===== config.mk =====
export PLATFORM = sky130hd
export DESIGN_NAME = hsp_host_serial
export DESIGN_NICKNAME = d
export VERILOG_FILES = /design/src/shared/hsp_pkg.sv /design/src/hdl/hsp_host_serial.sv
export SDC_FILE = /design/constraint.sdc
export NUM_CORES = 2
export LEC_CHECK = 0
export BUFFER_PORTS_ARGS = -buffer_cell sky130_fd_sc_hd__buf_2
export CAP_MARGIN = 20
export CORE_MARGIN = 2
export CORE_UTILIZATION = 40
export CTS_CLUSTER_DIAMETER = 150
export DETAILED_ROUTE_END_ITERATION = 8
export PLACE_DENSITY = 0.56
export SYNTH_ARGS = -nofsm -noshare
export SYNTH_HDL_FRONTEND = slang
export SYNTH_SLANG_ARGS = --single-unit

===== constraint.sdc =====
create_clock -name clk_i -period 7.5 [get_ports clk_i]
set_input_delay 1.125 -clock clk_i [delete_from_list [all_inputs] [get_ports clk_i]]
set_output_delay 1.125 -clock clk_i [all_outputs]
set_load 0.05 [all_outputs]

===== src/shared/hsp_pkg.sv =====
// Constants and types of the host serial port control block.
// Assumes a 10 MHz system clock and a classic Wishbone register bus.
package hsp_pkg;
  localparam int CLK_HZ = 10_000_000;
  // Cycles per millisecond; above 4096, so the top module takes it as a parameter
  localparam int MS_CYC = CLK_HZ / 1000;
  localparam logic [7:0] RB_DEPTH = 8'h80;
  localparam logic [7:0] TB_DEPTH = 8'h80;
  localparam logic [7:0] CTS_OFF_FREE = 8'h11;
  localparam logic [7:0] CTS_ON_FREE = 8'h22;
  localparam logic [7:0] MAX_PAYLOAD = 8'h48;
  localparam logic [11:0] CHAR_BITS = 12'h00a;
  localparam logic [23:0] CTO_UNIT_MS = 24'h000064;
  localparam logic [1:0] ESC_COUNT = 2'h3;
  localparam logic [3:0] STOP_BIT = 4'h9;
  localparam logic [3:0] FRAME_END = 4'ha;
  localparam logic [3:0] LINE_HDR = 4'h4;
  localparam logic [3:0] LINE_MAX = 4'h8;
  // Bit periods in clock cycles, rounded down, for baud codes 0..7
  localparam logic [15:0] BIT_CYC [8] = '{16'(CLK_HZ / 1200), 16'(CLK_HZ / 2400), 16'(CLK_HZ / 4800),
    16'(CLK_HZ / 9600), 16'(CLK_HZ / 19200), 16'(CLK_HZ / 38400), 16'(CLK_HZ / 57600), 16'(CLK_HZ / 115200)};
  // Register byte offsets
  localparam logic [7:0] REG_STATUS = 8'h00;
  localparam logic [7:0] REG_CFG = 8'h04;
  localparam logic [7:0] REG_CTRL = 8'h08;
  // Characters
  localparam logic [7:0] CH_CR = 8'h0d;
  localparam logic [7:0] CH_0 = 8'h30;
  localparam logic [7:0] CH_9 = 8'h39;
  localparam logic [7:0] CH_A = 8'h41;
  localparam logic [7:0] CH_F = 8'h46;
  localparam logic [7:0] CH_HEX_OFS = 8'h37;
  localparam logic [7:0] CH_T = 8'h54;
  localparam logic [7:0] CH_O = 8'h4f;
  localparam logic [7:0] CH_K = 8'h4b;
  localparam logic [7:0] CH_E = 8'h45;
  localparam logic [7:0] CH_R = 8'h52;
  // Two-letter command codes
  localparam logic [15:0] CMD_LEAVE = 16'h434e;
  localparam logic [15:0] CMD_APPLY = 16'h4143;
  localparam logic [15:0] CMD_SAVE = 16'h5752;
  localparam logic [15:0] CMD_HOLD = 16'h4436;
  localparam logic [15:0] CMD_PAUSE = 16'h4437;
  localparam logic [15:0] CMD_GAP = 16'h524f;
  localparam logic [15:0] CMD_GUARD = 16'h4754;
  localparam logic [15:0] CMD_ESC = 16'h4343;
  localparam logic [15:0] CMD_CTO = 16'h4354;
  localparam logic [15:0] CMD_BAUD = 16'h4244;

  typedef enum logic [3:0] {M_IDLE = 4'h1, M_TX = 4'h2, M_RX = 4'h4, M_CMD = 4'h8} hsp_mode_t;

  typedef struct packed {
    logic host_hold_flow_enable;
    logic inbound_pause_flow_enable;
    logic [7:0] idle_gap_timeout;
    logic [15:0] silence_guard_time;
    logic [7:0] escape_char;
    logic [15:0] command_idle_timeout;
    logic [2:0] baud_rate_setting;
  } hsp_cfg_t;

  localparam hsp_cfg_t CFG_DEFAULT = '{host_hold_flow_enable: 1'b0, inbound_pause_flow_enable: 1'b1,
    idle_gap_timeout: 8'h03, silence_guard_time: 16'h03e8, escape_char: 8'h2b,
    command_idle_timeout: 16'h0064, baud_rate_setting: 3'h3};

  typedef struct packed {logic cyc; logic stb; logic we; logic [3:0] sel; logic [7:0] adr; logic [31:0] dat;} hsp_wbm_t;
  typedef struct packed {logic ack; logic [31:0] dat;} hsp_wbs_t;
  typedef struct packed {logic valid; logic first; logic last; logic [7:0] len; logic [7:0] data;} hsp_rfin_t;
  typedef struct packed {logic valid; logic last; logic [7:0] data;} hsp_rfout_t;

  typedef struct packed {
    hsp_mode_t mode;
    hsp_cfg_t act;
    hsp_cfg_t pend;
    hsp_cfg_t saved;
    logic [2:0] rs;
    logic rx_lvl;
    logic [2:0] ts;
    logic rts_lvl;
    logic [15:0] ms_div;
    logic [15:0] bt_cnt;
    logic rx_busy;
    logic [15:0] rx_cnt;
    logic [3:0] rx_bit;
    logic [7:0] rx_sh;
    logic tx_busy;
    logic [15:0] tx_cnt;
    logic [3:0] tx_bit;
    logic [9:0] tx_sh;
    logic txd;
    logic [7:0] rb_wp;
    logic [7:0] rb_rp;
    logic [7:0] pk_left;
    logic [7:0] tb_wp;
    logic [7:0] tb_rp;
    logic rf_act;
    logic cts_n;
    logic [15:0] quiet_ms;
    logic [15:0] esc_ms;
    logic [1:0] esc_n;
    logic [11:0] gap_cnt;
    logic go_cmd;
    logic [23:0] cto_ms;
    logic [63:0] ln;
    logic [3:0] ln_n;
    logic [47:0] rp;
    logic [2:0] rp_n;
    hsp_rfout_t rfo;
    logic pk_hold;
    logic ack;
    logic [31:0] dat;
  } hsp_st_t;
endpackage


===== src/hdl/hsp_host_serial.sv =====
// Host serial port control: UART, serial buffers, flow control, packetizing, command mode.
// Assumes one 10 MHz clock, a Wishbone master, a radio side that streams packets in and out.
`timescale 1ns/10ps
`default_nettype none

// What this block does
// - With inbound pause on, raise clear-to-send when receive buffer free space reaches 17.
// - Lower clear-to-send again only when receive buffer free space is at least 34.
// - With host hold on, send no transmit-buffer byte while request-to-send is high.
// - A radio packet that does not fit the transmit buffer is dropped whole.
// - Host hold and inbound pause flow enables are two independent settings.
// - Packetize after the idle gap timeout; timeout zero packetizes on any character.
// - Packetize as soon as the receive buffer holds 72 bytes.
// - On entry sequence, first send buffered characters, then enter command mode.
// - Entry is guard silence, three escape characters within guard, guard silence.
// - After valid entry, send O, K, carriage return, after pending output.
// - Command idle timeout returns to idle mode if no valid command arrives.
// - Leave command mode command with carriage return returns to idle mode.
// - Parameter command without value reads back the stored value.
// - Each executed command answers OK, a read answers the value, or ERROR on failure.
// - New settings stay pending until apply command or leaving command mode.
// - Reset restores last saved settings; only the save command persists values.
// - Baud rate setting defaults to code 3, 9600 bps.
// - Idle goes to transmit on ready data, to command on entry sequence.
// - Received radio packet payload is copied into the transmit buffer.
// - Bytes framed as low start, eight data bits LSB first, high stop.
module hsp_host_serial #(
  parameter int MS_CYCLES = hsp_pkg::MS_CYC
) (
  input wire logic clk_i,
  input wire logic rst_i,
  input wire logic nvm_init_i,
  input wire hsp_pkg::hsp_wbm_t wb_i,
  output var hsp_pkg::hsp_wbs_t wb_o,
  input wire logic rxd_i,
  output logic txd_o,
  input wire logic rts_n_i,
  output logic cts_n_o,
  input wire hsp_pkg::hsp_rfin_t rf_in_i,
  output var hsp_pkg::hsp_rfout_t rf_out_o,
  input wire logic rf_out_ready_i,
  output var hsp_pkg::hsp_mode_t mode_o
);
  import hsp_pkg::*;

  hsp_st_t st_ff, nxt_st, rst_st;
  logic [7:0] rb_mem [128];
  logic [7:0] tb_mem [128];
  logic rb_we, tb_we, rx_done, ms_tk, bt_tk, trig, fits, perr, known;
  logic [6:0] rb_wa, tb_wa;
  logic [7:0] rb_wd, tb_wd, rb_cnt, tb_cnt, ch;
  logic [15:0] bc, cmd, val, rd, vmax;
  logic [3:0] np;
  logic [4:0] hx;

  // Hex character to nibble, with a valid flag on top
  function automatic logic [4:0] hex_val(input logic [7:0] c);
    if (c >= CH_0 && c <= CH_9)
      return {1'b1, 4'(c - CH_0)};
    if (c >= CH_A && c <= CH_F)
      return {1'b1, 4'(c - CH_HEX_OFS)};
    return 5'h00;
  endfunction

  // Nibble to upper-case hex character
  function automatic logic [7:0] hex_chr(input logic [3:0] n);
    return (n < 4'ha) ? (CH_0 + {4'h0, n}) : (CH_HEX_OFS + {4'h0, n});
  endfunction

  // Reset image: settings come from the saved copy, or defaults on first power-up
  always_comb
  begin
    rst_st = '0;
    rst_st.mode = M_IDLE;
    // restore saved settings; defaults when nvm_init_i is high
    rst_st.saved = nvm_init_i ? CFG_DEFAULT : st_ff.saved;
    rst_st.act = rst_st.saved;
    rst_st.pend = rst_st.saved;
    rst_st.rs = 3'h7;
    rst_st.rx_lvl = 1'b1;
    rst_st.ts = 3'h7;
    rst_st.rts_lvl = 1'b1;
    rst_st.txd = 1'b1;
    rst_st.cts_n = ~rst_st.act.inbound_pause_flow_enable;
  end

  // Buffer memories, written only; reads are asynchronous
  always_ff @(posedge clk_i)
  begin
    if (rb_we)
      rb_mem[rb_wa] <= rb_wd;
    if (tb_we)
      tb_mem[tb_wa] <= tb_wd;
  end

  // Next-state logic of the whole block
  always_comb
  begin
    nxt_st = st_ff;
    rb_we = 1'b0;
    tb_we = 1'b0;
    rb_wa = st_ff.rb_wp[6:0];
    tb_wa = st_ff.tb_wp[6:0];
    rb_wd = 8'h00;
    tb_wd = rf_in_i.data;
    rx_done = 1'b0;
    fits = 1'b0;
    perr = 1'b0;
    known = 1'b0;
    hx = 5'h00;
    val = 16'h0000;
    rd = 16'h0000;
    vmax = 16'h0000;
    cmd = 16'h0000;
    np = 4'h0;
    ch = st_ff.rx_sh;
    rb_cnt = st_ff.rb_wp - st_ff.rb_rp;
    tb_cnt = st_ff.tb_wp - st_ff.tb_rp;
    bc = BIT_CYC[st_ff.act.baud_rate_setting];

    // Pin synchronisers; a level counts once the second and third stage agree
    nxt_st.rs = {st_ff.rs[1:0], rxd_i};
    nxt_st.ts = {st_ff.ts[1:0], rts_n_i};
    if (st_ff.rs[2] == st_ff.rs[1])
      nxt_st.rx_lvl = st_ff.rs[2];
    if (st_ff.ts[2] == st_ff.ts[1])
      nxt_st.rts_lvl = st_ff.ts[2];

    // Millisecond and bit-period enables
    ms_tk = st_ff.ms_div == 16'(MS_CYCLES - 1);
    nxt_st.ms_div = ms_tk ? 16'h0000 : st_ff.ms_div + 16'h0001;
    bt_tk = st_ff.bt_cnt >= bc - 16'h0001;
    nxt_st.bt_cnt = bt_tk ? 16'h0000 : st_ff.bt_cnt + 16'h0001;
    if (ms_tk && st_ff.quiet_ms != 16'hffff)
      nxt_st.quiet_ms = st_ff.quiet_ms + 16'h0001;
    if (ms_tk && st_ff.esc_ms != 16'hffff)
      nxt_st.esc_ms = st_ff.esc_ms + 16'h0001;
    if (bt_tk && st_ff.gap_cnt != 12'hfff)
      nxt_st.gap_cnt = st_ff.gap_cnt + 12'h001;

    if (!st_ff.rx_busy)
    begin
      if (!st_ff.rx_lvl)
      begin
        nxt_st.rx_busy = 1'b1;
        nxt_st.rx_cnt = bc >> 1;
        nxt_st.rx_bit = 4'h0;
      end
    end
    else if (st_ff.rx_cnt != 16'h0000)
      nxt_st.rx_cnt = st_ff.rx_cnt - 16'h0001;
    else
    begin
      nxt_st.rx_cnt = bc - 16'h0001;
      nxt_st.rx_bit = st_ff.rx_bit + 4'h1;
      if (st_ff.rx_bit == 4'h0 && st_ff.rx_lvl)
        nxt_st.rx_busy = 1'b0; // Glitch, not a start bit
      else if (st_ff.rx_bit == STOP_BIT)
      begin
        nxt_st.rx_busy = 1'b0;
        rx_done = st_ff.rx_lvl; // Bad stop bit drops the byte
      end
      else if (st_ff.rx_bit != 4'h0)
        nxt_st.rx_sh = {st_ff.rx_lvl, st_ff.rx_sh[7:1]};
    end

    // transmitter shifts start, data LSB first, stop
    if (st_ff.tx_busy)
    begin
      if (st_ff.tx_cnt != 16'h0000)
        nxt_st.tx_cnt = st_ff.tx_cnt - 16'h0001;
      else if (st_ff.tx_bit == FRAME_END)
        nxt_st.tx_busy = 1'b0;
      else
      begin
        nxt_st.tx_cnt = bc - 16'h0001;
        nxt_st.txd = st_ff.tx_sh[0];
        nxt_st.tx_sh = {1'b1, st_ff.tx_sh[9:1]};
        nxt_st.tx_bit = st_ff.tx_bit + 4'h1;
      end
    end
    else if (!(st_ff.act.host_hold_flow_enable && st_ff.rts_lvl))
    begin
      if (tb_cnt != 8'h00)
      begin
        nxt_st.tx_busy = 1'b1;
        nxt_st.tx_cnt = 16'h0000;
        nxt_st.tx_bit = 4'h0;
        nxt_st.tx_sh = {1'b1, tb_mem[st_ff.tb_rp[6:0]], 1'b0};
        nxt_st.tb_rp = st_ff.tb_rp + 8'h01;
      end
      else if (st_ff.rp_n != 3'h0)
      begin
        nxt_st.tx_busy = 1'b1;
        nxt_st.tx_cnt = 16'h0000;
        nxt_st.tx_bit = 4'h0;
        nxt_st.tx_sh = {1'b1, st_ff.rp[47:40], 1'b0};
        nxt_st.rp = {st_ff.rp[39:0], 8'h00};
        nxt_st.rp_n = st_ff.rp_n - 3'h1;
      end
    end

    // Serial input in transparent operation, with escape sequence tracking
    if (rx_done)
    begin
      nxt_st.quiet_ms = 16'h0000;
      nxt_st.gap_cnt = 12'h000;
    end
    if (rx_done && st_ff.mode != M_CMD && rb_cnt != RB_DEPTH)
    begin
      rb_we = 1'b1;
      rb_wd = ch;
      nxt_st.rb_wp = st_ff.rb_wp + 8'h01;
      // count escape characters inside the guard window
      if (ch == st_ff.act.escape_char && ((st_ff.esc_n == 2'h0 && st_ff.quiet_ms >= st_ff.act.silence_guard_time)
          || (st_ff.esc_n != 2'h0 && st_ff.esc_n != ESC_COUNT && st_ff.esc_ms < st_ff.act.silence_guard_time)))
      begin
        nxt_st.esc_n = st_ff.esc_n + 2'h1;
        if (st_ff.esc_n == 2'h0)
          nxt_st.esc_ms = 16'h0000;
      end
      // wrong or extra character abandons the sequence
      else
        nxt_st.esc_n = 2'h0;
    end
    // window over with too few escape characters
    else if (!rx_done && st_ff.esc_n != 2'h0 && st_ff.esc_n != ESC_COUNT
             && st_ff.esc_ms >= st_ff.act.silence_guard_time)
      nxt_st.esc_n = 2'h0;
    else if (!rx_done && st_ff.esc_n == ESC_COUNT && st_ff.quiet_ms >= st_ff.act.silence_guard_time)
    begin
      nxt_st.esc_n = 2'h0;
      nxt_st.rb_wp = st_ff.rb_wp - {6'h00, ESC_COUNT};
      nxt_st.go_cmd = 1'b1;
    end

    // gap timeout; full payload; flush before command mode
    trig = st_ff.pk_left == 8'h00 && st_ff.esc_n == 2'h0 && !st_ff.pk_hold && rb_cnt != 8'h00
           && (st_ff.go_cmd || rb_cnt >= MAX_PAYLOAD || st_ff.act.idle_gap_timeout == 8'h00
               || st_ff.gap_cnt >= 12'(st_ff.act.idle_gap_timeout) * CHAR_BITS);
    if (trig)
      nxt_st.pk_left = (rb_cnt > MAX_PAYLOAD) ? MAX_PAYLOAD : rb_cnt;

    // Packet output stage toward the radio
    if (st_ff.rfo.valid && rf_out_ready_i)
      nxt_st.rfo.valid = 1'b0;
    if (st_ff.pk_left != 8'h00 && (!st_ff.rfo.valid || rf_out_ready_i))
    begin
      nxt_st.rfo = '{valid: 1'b1, last: st_ff.pk_left == 8'h01, data: rb_mem[st_ff.rb_rp[6:0]]};
      nxt_st.rb_rp = st_ff.rb_rp + 8'h01;
      nxt_st.pk_left = st_ff.pk_left - 8'h01;
    end

    // radio payload into the transmit buffer
    if (rf_in_i.valid)
    begin
      // decide on the first beat whether the whole packet fits
      fits = rf_in_i.first ? (TB_DEPTH - tb_cnt >= rf_in_i.len) : st_ff.rf_act;
      nxt_st.rf_act = fits && !rf_in_i.last;
      if (fits)
      begin
        tb_we = 1'b1;
        nxt_st.tb_wp = st_ff.tb_wp + 8'h01;
      end
    end

    unique case (st_ff.mode)
      M_IDLE, M_TX, M_RX:
      begin
        if (st_ff.go_cmd && rb_cnt == 8'h00 && st_ff.pk_left == 8'h00 && !st_ff.rfo.valid)
        begin
          nxt_st.mode = M_CMD;
          nxt_st.go_cmd = 1'b0;
          nxt_st.cto_ms = 24'h000000;
          nxt_st.ln_n = 4'h0;
          nxt_st.rp = {CH_O, CH_K, CH_CR, 24'h000000};
          nxt_st.rp_n = 3'h3;
        end
        else if (trig || st_ff.pk_left != 8'h00)
          nxt_st.mode = M_TX;
        else if (st_ff.rf_act)
          nxt_st.mode = M_RX;
        else
          nxt_st.mode = M_IDLE;
      end
      M_CMD:
      begin
        if (ms_tk)
          nxt_st.cto_ms = st_ff.cto_ms + 24'h000001;
        if (rx_done && ch != CH_CR)
        begin
          nxt_st.ln = {st_ff.ln[55:0], ch};
          if (st_ff.ln_n <= LINE_MAX)
            nxt_st.ln_n = st_ff.ln_n + 4'h1;
        end
        else if (rx_done)
        begin
          nxt_st.ln_n = 4'h0;
          np = st_ff.ln_n - LINE_HDR;
          cmd = 16'(st_ff.ln >> {st_ff.ln_n - LINE_HDR, 3'h0});
          perr = st_ff.ln_n < LINE_HDR || st_ff.ln_n > LINE_MAX
                 || 16'(st_ff.ln >> {st_ff.ln_n - 4'h2, 3'h0}) != {CH_A, CH_T};
          for (int i = 0; i < 4; i++)
          begin
            hx = hex_val(st_ff.ln[8*i +: 8]);
            if (4'(i) < np)
            begin
              val[4*i +: 4] = hx[3:0];
              perr = perr | ~hx[4];
            end
          end
          // Current value and range of each parameter
          case (cmd)
            CMD_HOLD: {known, vmax, rd} = {17'h10001, 15'h0000, st_ff.pend.host_hold_flow_enable};
            CMD_PAUSE: {known, vmax, rd} = {17'h10001, 15'h0000, st_ff.pend.inbound_pause_flow_enable};
            CMD_GAP: {known, vmax, rd} = {17'h100ff, 8'h00, st_ff.pend.idle_gap_timeout};
            CMD_GUARD: {known, vmax, rd} = {17'h1ffff, st_ff.pend.silence_guard_time};
            CMD_ESC: {known, vmax, rd} = {17'h100ff, 8'h00, st_ff.pend.escape_char};
            CMD_CTO: {known, vmax, rd} = {17'h1ffff, st_ff.pend.command_idle_timeout};
            CMD_BAUD: {known, vmax, rd} = {17'h10007, 13'h0000, st_ff.pend.baud_rate_setting};
            default: {known, vmax, rd} = 33'h000000000;
          endcase
          perr = perr || (known && val > vmax)
                 || (!known && (np != 4'h0 || (cmd != CMD_LEAVE && cmd != CMD_APPLY && cmd != CMD_SAVE)));
          // answer OK, the value for a read, or ERROR if the command fails
          nxt_st.rp = {CH_O, CH_K, CH_CR, 24'h000000};
          nxt_st.rp_n = 3'h3;
          if (perr)
          begin
            nxt_st.rp = {CH_E, CH_R, CH_R, CH_O, CH_R, CH_CR};
            nxt_st.rp_n = 3'h6;
          end
          else
          begin
            // valid command restarts the idle timeout
            nxt_st.cto_ms = 24'h000000;
            if (known && np == 4'h0)
            begin
              nxt_st.rp = {hex_chr(rd[15:12]), hex_chr(rd[11:8]), hex_chr(rd[7:4]), hex_chr(rd[3:0]), CH_CR, 8'h00};
              nxt_st.rp_n = 3'h5;
            end
            // independent flow enables; writes stay pending
            case (cmd)
              CMD_HOLD: nxt_st.pend.host_hold_flow_enable = val[0];
              CMD_PAUSE: nxt_st.pend.inbound_pause_flow_enable = val[0];
              CMD_GAP: nxt_st.pend.idle_gap_timeout = val[7:0];
              CMD_GUARD: nxt_st.pend.silence_guard_time = val;
              CMD_ESC: nxt_st.pend.escape_char = val[7:0];
              CMD_CTO: nxt_st.pend.command_idle_timeout = val;
              CMD_BAUD: nxt_st.pend.baud_rate_setting = val[2:0];
              CMD_APPLY: nxt_st.act = st_ff.pend;
              CMD_SAVE: nxt_st.saved = st_ff.pend;
              CMD_LEAVE:
              begin
                nxt_st.act = st_ff.pend;
                nxt_st.mode = M_IDLE;
              end
              default: nxt_st.act = st_ff.act;
            endcase
            // Field write with no value given is a read, so undo it
            if (known && np == 4'h0)
              nxt_st.pend = st_ff.pend;
          end
        end
        // command idle timeout; exit applies pending settings
        else if (st_ff.cto_ms >= 24'(st_ff.act.command_idle_timeout) * CTO_UNIT_MS)
        begin
          nxt_st.act = st_ff.pend;
          nxt_st.mode = M_IDLE;
        end
      end
    endcase

    // deassert near full; reassert with room again
    if (!st_ff.act.inbound_pause_flow_enable)
      nxt_st.cts_n = 1'b0;
    else if (RB_DEPTH - rb_cnt <= CTS_OFF_FREE)
      nxt_st.cts_n = 1'b1;
    else if (RB_DEPTH - rb_cnt >= CTS_ON_FREE)
      nxt_st.cts_n = 1'b0;

    // Wishbone slave: one wait state, unmapped reads return zero
    nxt_st.ack = wb_i.cyc && wb_i.stb && !st_ff.ack;
    nxt_st.dat = 32'h00000000;
    if (nxt_st.ack && !wb_i.we)
    begin
      case (wb_i.adr)
        REG_STATUS: nxt_st.dat = {8'h00, tb_cnt, rb_cnt, st_ff.esc_n, st_ff.rts_lvl, st_ff.cts_n, st_ff.mode};
        REG_CFG: nxt_st.dat = {16'h0000, st_ff.act.escape_char, 3'h0, st_ff.act.inbound_pause_flow_enable,
                               st_ff.act.host_hold_flow_enable, st_ff.act.baud_rate_setting};
        REG_CTRL: nxt_st.dat = {31'h00000000, st_ff.pk_hold};
        default: nxt_st.dat = 32'h00000000;
      endcase
    end
    if (nxt_st.ack && wb_i.we && wb_i.adr == REG_CTRL && wb_i.sel[0])
    begin
      nxt_st.pk_hold = wb_i.dat[0];
      if (wb_i.dat[1])
        nxt_st.tb_rp = nxt_st.tb_wp; // Flush transmit buffer
    end
  end

  // State register
  always_ff @(posedge clk_i)
  begin
    st_ff <= rst_i ? rst_st : nxt_st;
  end

  // Outputs straight from flip-flops
  assign txd_o = st_ff.txd;
  assign cts_n_o = st_ff.cts_n;
  assign rf_out_o = st_ff.rfo;
  assign mode_o = st_ff.mode;
  assign wb_o = '{ack: st_ff.ack, dat: st_ff.dat};

endmodule // hsp_host_serial

`default_nettype wire


# Word-level counts from Yosys, hierarchy flattened
# Memories as Yosys holds them, arrays and structs flattened. A register that Yosys moved wholly into a read port is not among the register bits.
# Index checks and enable logic that the tools add are counted.
[word_totals] ff_bits=540 mem_bits_rw=2048 mem_bits_ro=128 input_bits=72 output_inout_bits=49 word_cells=591 memories=3
[classes] n_addsub=42 multipliers=2 order_cmp=40 n_eq_ne=60 shifts=2 muxes=236 bitwise=11 reduce_logical=135
[memory_table] memory="rb_mem" words=128 width=8 read_ports=1 rd_clocked_by_memory_dff=1 write_ports=1 line="hsp_host_serial.sv:47" rtl="logic [7:0] rb_mem [128];"
[memory_table] memory="tb_mem" words=128 width=8 read_ports=1 rd_clocked_by_memory_dff=1 write_ports=1 line="hsp_host_serial.sv:48" rtl="logic [7:0] tb_mem [128];"
[memory_table] memory="(no name shown)" words=8 width=16 read_ports=1 rd_clocked_by_memory_dff=0 write_ports=0 line="hsp_host_serial.sv:119" rtl="bc = BIT_CYC[st_ff.act.baud_rate_setting];"
[op_table] cell="two-way mux 536 bit" count=1
[op_table] cell="two-way mux 16 bit" count=21
[op_table] cell="two-way mux 163 bit" count=2
[op_table] cell="two-way mux 51 bit" count=5
[op_table] cell="two-way mux 53 bit" count=4
[op_table] cell="== test 16 x 15 -> 1 bit, second input constant" count=10
[op_table] cell="two-way mux 159 bit" count=1
[op_table] cell="two-way mux 31 bit" count=5
[op_table] cell="two-way mux 8 bit" count=19
[op_table] cell="two-way mux 5 bit" count=28
[op_table] cell="two-way mux 64 bit" count=2
[op_table] cell=">> shifter 64 x 7 -> 16 bit" count=2
[op_table] cell="two-way mux 24 bit" count=5
[op_table] cell="two-way mux 57 bit" count=2
[op_table] cell="case mux 16 bit (7 select lines)" count=1
[op_table] cell="two-way mux 55 bit" count=2
[op_table] cell="case mux 55 bit (2 select lines)" count=1
[op_table] cell="two-way mux 106 bit" count=1
[op_table] cell="two-way mux 50 bit" count=2
[op_table] cell="two-way mux 1 bit" count=88
[op_table] cell="two-way mux 4 bit" count=20
[op_table] cell="case mux 24 bit (3 select lines)" count=1
[op_table] cell="adder 16 x 1 -> 16 bit, second input constant" count=4
[op_table] cell="inequality test 16 x 15 -> 1 bit, second input constant" count=4
[op_table] cell="89 further kinds" count=297

# Logic depth before layout (Yosys ltp)
[logic_depth] ltp_word=45 depth_mapped=26 mapped_depth_nobuf=23

# Worst setup path after synthesis
# Ideal clock, no wire load.
[synth_path] path_type="reg-to-reg" start="reg st_ff[97] (netlist bit)" end="reg st_ff[483] (netlist bit) (enable)" setup_time_ns=0.412 arrival_ns=5.754 required_ns=7.088 setup_slack_ns=1.334 stages_incl_launch_ff=25 n_path_buf=5 synth_period_minus_slack_ns=6.166 cell_sequence="dfxtp_1 -> buf_4 -> buf_4 -> clkinv_1 -> ha_1 -> inv_1 -> clkbuf_1 -> o211ai_1 -> a21oi_2 -> nand3_1 -> nor4_4 -> buf_6 -> nor3_1 -> ha_1 -> o21ai_0 -> a21oi_1 -> o311a_1 -> o21ai_0 -> a32o_1 -> o2111a_1 -> a21oi_4 -> nor2_4 -> buf_6 -> nand2_1 -> nand2_1"
[synth_via] elab_chain_cells=28 elab_cells_between_ends=87 classes_between="add/sub (2); order compare (7); eq/ne (15); shift (2); mux (40); bitwise (4); reduce/logical (17)"
[synth_lines] item="start: declaration" line="hsp_host_serial.sv:46" rtl="hsp_st_t st_ff, nxt_st, rst_st;"
[synth_lines] item="start signal: assignment" line="hsp_host_serial.sv:406" rtl="st_ff <= rst_i ? rst_st : nxt_st;"
[synth_lines] item="subtractor 4 x 2 -> 4 bit" line="hsp_host_serial.sv:302" rtl="|| 16'(st_ff.ln >> {st_ff.ln_n - 4'h2, 3'h0}) != {CH_A, CH_T};"
[synth_lines] item=">> shifter 64 x 7 -> 16 bit" line="hsp_host_serial.sv:302"
[synth_lines] item="inequality test 16 x 15 -> 1 bit" line="hsp_host_serial.sv:302"
[synth_lines] item="logical OR 1 bit" line="hsp_host_serial.sv:302"
[synth_lines] item="OR 1 bit" line="hsp_host_serial.sv:309" rtl="perr = perr | ~hx[4];"
[synth_lines] item="two-way mux 1 bit" line="hsp_host_serial.sv:306" rtl="if (4'(i) < np)"
[synth_lines] item="two-way mux 1 bit" line="hsp_host_serial.sv:296" rtl="else if (rx_done)"
[synth_lines] item="two-way mux 1 bit" line="hsp_host_serial.sv:290" rtl="if (rx_done && ch != CH_CR)"
[synth_lines] item="(+12 left out)"
[synth_lines] item="two-way mux 1 bit" line="hsp_host_serial.sv:306"
[synth_lines] item="two-way mux 1 bit" line="hsp_host_serial.sv:296"
[synth_lines] item="two-way mux 1 bit" line="hsp_host_serial.sv:290"
[synth_lines] item="two-way mux 1 bit" line="hsp_host_serial.sv:267" rtl="unique case (st_ff.mode)"
[synth_lines] item="logical OR 1 bit" line="hsp_host_serial.sv:323" rtl="perr = perr || (known && val > vmax)"
[synth_lines] item="logical OR 1 bit" line="hsp_host_serial.sv:324" rtl="|| (!known && (np != 4'h0 || (cmd != CMD_LEAVE && cmd != CMD_APPLY && cmd != CMD_SAVE)));"
[synth_lines] item="inequality test 3 bit (no source line)"
[synth_lines] item="AND reduction 5 bit (no source line) *"
# Every way passes the cells marked *; elsewhere a longest branch is shown, timed or not. The select of a mux whose other input is x is not followed.
# A chain may end at the register's enable or synchronous reset.

# Worst setup path in the final report
[layout_path] start="reg st_ff[95] (netlist bit)" end="reg st_ff[466] (netlist bit) (enable)"
[layout_via] elab_chain_cells=28 elab_cells_between_ends=87 classes_between="add/sub (2); order compare (7); eq/ne (13); shift (2); mux (40); bitwise (4); reduce/logical (19)"
[layout_lines] item="subtractor 4 x 2 -> 4 bit" line="hsp_host_serial.sv:302"
[layout_lines] item=">> shifter 64 x 7 -> 16 bit" line="hsp_host_serial.sv:302"
[layout_lines] item="inequality test 16 x 15 -> 1 bit" line="hsp_host_serial.sv:302"
[layout_lines] item="logical OR 1 bit" line="hsp_host_serial.sv:302"
[layout_lines] item="OR 1 bit" line="hsp_host_serial.sv:309"
[layout_lines] item="two-way mux 1 bit" line="hsp_host_serial.sv:306"
[layout_lines] item="two-way mux 1 bit" line="hsp_host_serial.sv:296"
[layout_lines] item="two-way mux 1 bit" line="hsp_host_serial.sv:290"
[layout_lines] item="(+12 left out)"
[layout_lines] item="two-way mux 1 bit" line="hsp_host_serial.sv:306"
[layout_lines] item="two-way mux 1 bit" line="hsp_host_serial.sv:296"
[layout_lines] item="two-way mux 1 bit" line="hsp_host_serial.sv:290"
[layout_lines] item="two-way mux 1 bit" line="hsp_host_serial.sv:267"
[layout_lines] item="logical OR 1 bit" line="hsp_host_serial.sv:323"
[layout_lines] item="logical OR 1 bit" line="hsp_host_serial.sv:324"
[layout_lines] item="inequality test 2 bit (no source line)"
[layout_lines] item="AND reduction 6 bit (no source line) *"
# Marks and branches as above.

==> results.txt <==
Outcome: finished, final reports clean
Vias per inst: 5.58
Mean Syn Cell Area: 16.1 um2
I/O Pins: 121
Dominant cells by area after synthesis: edfxtp_1, mux4_2, dfxtp_1
Most used DFF post-synth: edfxtp_1
Critical Path RT: 7.98 ns
Total CTS buffers: 283
Yosys warns: 0
First-pass iteration count of the detailed router: 6
Worst min-delay path class: reg -> reg
Number of remaining DRC errors: 0
Post-synth EDFFs: 2208
Max Freq: 154 MHz
Core Region: 274000 um2
Port Buf Inserts: 79
Vias in the first global route: 60608
Worst hold slack: 0.419 ns
P per Cell Area: 288 nW/um2
Worst stage delay on the critical path: 0.71 ns
Fin crit period: 6.48 ns
Setup violators final: 0
Final net count: 7286
Hpwl dp: 174000 um
Slowest CP cell: dfxtp_2
Maximum VDD drop: 0.326 mV
Final setup TNS: 0 ns
Period utilisation layout: 86.4%
Delay-heaviest family, CP: simple AND/OR/NAND/NOR gates
Crit path launch type: register
Die Height: 529 um
Worst-path clk slew: 0.06 ns
CTS Buffer Depth: 4
Setup bufs post-CTS: 0
Fin cells: 10863
Buf/Inv on CP: 1
# Max-Cap Violations: 0
Htree depth: 5
Starting density of the core: 40.3%
First-pass GRT wire length: 407000 um
Largest net degree at the start of global routing: 129
Combinational fraction of design power: 16.4%
Internal power: 26200 uW
Switching Fraction: 26.4%
Initial antenna violation count: 10
GR Overflow Total: 0
Syn Inst Count: 6857
Post-synth ARST share: 0%
Cell accounting for the most synthesized area: edfxtp_1
Max-Slew Margin vs Limit: 25.4%
Layout cells sized above 1: 18.7%
Post-placement cell count: 10350
Net Switching: 9410 uW
Routed Antenna Nets: 0
CTS tree: yes
GRT Util Overall: 19.4%
Synth cell types: 119
Routed WL: 274000 um
Clock sink count: 2587
Leakage: 0.0422 uW
Routability congestion estimate: 0.915
Synth top area share: 60.1%
Clock latency on the worst-skew pair: 0.91 ns
Critical path cell sequence: buf_4, mux2_2, a22oi_1, and4_1, o2111ai_1, nor3_2, nor4_2, ha_1, nor2b_1, o21ai_0, a21oi_1, o311a_1, o21ai_0, a32o_1, o2111a_1, a21oi_4, nor3_4, nand2_1, nand2_1
Die Wd: 529 um
R2R Setup Slk: 1.02 ns
CTS Hold Bufs: 0
CTS Root Cell: clkbuf_16
Fin. Hold Viols: 0
Clock share of power: 38.7%
Die ar.: 280000 um2
RSZ-0062 raised after global routing: no
CTS resizes: 0
FF+latch count, synth: 2587
WL per Instance: 25.2 um
Worst-margin pin slew: 1.12 ns
Sequential area share after synthesis: 67.0%
Worst EP arrival: 6.96 ns
Clk_skew: 0.0733 ns
Setup Crit Path Kind: reg -> reg
Row cnt: 192
Vias post-DR: 60569
Fin. max-slew vios: 0
Seq pwr share: 45.0%
Worst Setup End Kind: register
Detailed Route Iter0 Violations: 5717
Area delta synth->final: 12.2%
CP max FO: 31
Post-Syn Area: 110000 um2
==> synthesized netlist by cell type, types with 29 or more instances <==
cell type and number:
nor2_1 710, nand3_1 128, and3_1 51, clkbuf_1 231, ha_1 247, a21oi_1 252
xnor2_1 93, nor3_1 72, dfxtp_1 379, nor2b_1 30, inv_1 200, and2_1 35
or3_1 29, xor2_1 91, buf_1 58, nand2_1 478, edfxtp_1 2208, a21o_1 67
buf_4 51, nand4_1 57, mux4_2 680, o21ai_0 112, mux2i_1 79
==> worst paths after layout <==
check              startpoint     endpoint  cells past startpoint
setup / recovery    st_ff[95]   st_ff[466]                     19
hold / removal    nxt_st[371]  nxt_st[372]                      1
setup reg to reg    st_ff[95]   st_ff[466]                     19
hold reg to reg   nxt_st[371]  nxt_st[372]                      1
==> state kept, by name (all words and copies together), names as in the netlist, named ones only <==
name      cells
ch            8
cts_n_o       1
mode_o        4
nxt_st        4
rb_mem     1024
rb_wa         7
rf_out_o     10
st_ff       472
tb_mem     1024
txd_o         1
wb_o         25
==> layout by cell type (no fill, tap or decap), drive strengths merged, types with 80 or more instances in the layout <==
master,Yosys,routed
nand3,129,129
clkbuf,231,343
o21ai,126,126
edfxtp,2208,2208
xor2,91,91
nand2,480,480
ha,247,247
buf,144,179
inv,203,222
clkinv,2,112
mux4,680,680
nor2,713,713
xnor2,93,93
a21oi,259,259
dfxtp,379,379
nor3,80,80
==> through the flow <==
| stage | instance area [um2] | power [uW] | worst slack (ns) | util [%] |
|---|---|---|---|---|
| floorplan | 110000 | 20600 | 1.33 | - |
| finish | 124000 | 35700 | 1.02 | 45.2 |
| CTS | 124000 | 36000 | 1.12 | 45.1 |
| detailed placement | 115000 | 22300 | 1.15 | 41.8 |
| global placement | 115000 | 22200 | 1.10 | 41.8 |
| global route | 124000 | 37100 | 0.635 | 45.2 |
==> routing by layer <==
metal / GRT usage, % / share of wire [%] / wire [um]
met3: 2.54 / 5.4 / 14700
met5: 0 / 0 / 0
met2: 31.9 / 49 / 134000
met4: 4.95 / 2.3 / 6380
met1: 27.2 / 43 / 119000
==> final cells by class <==
class	instances	area [um2]
timing repair buffer	179	1300
multi-input combinational	3697	34000
antenna	3	7.51
clock inverter	163	1730
inverter	205	772
clock buffer	343	7390
sequential	2587	73900
fill	23761	150000
tap	3686	4610
==> power groups by stage <==
stage / clock (uW) / combinational [uW] / sequential, uW
after detailed placement: 0 / 5920 / 16300
after global routing: 14600 / 6340 / 16100
after CTS: 14100 / 5940 / 16000
final: 13800 / 5840 / 16000
after global placement: 0 / 5860 / 16300
after floorplan: 0 / 4440 / 16100
==> logic make-up (layout without fill, tap and decap cells) <==
kind of cell,after synthesis,in the layout,synth area share [%]
adders and majority gates,261,261,3.05
other,2,12,0.00681
buffers and inverters,580,890,2.27
xor gates and xnor gates,184,184,1.46
DFF,2587,2587,67.0
and+or+nand+nor,1753,1753,7.26
muxes,768,768,14.7
AOI/OAI and AO/OA,722,722,4.30
Power figures use the tool's default switching activity.
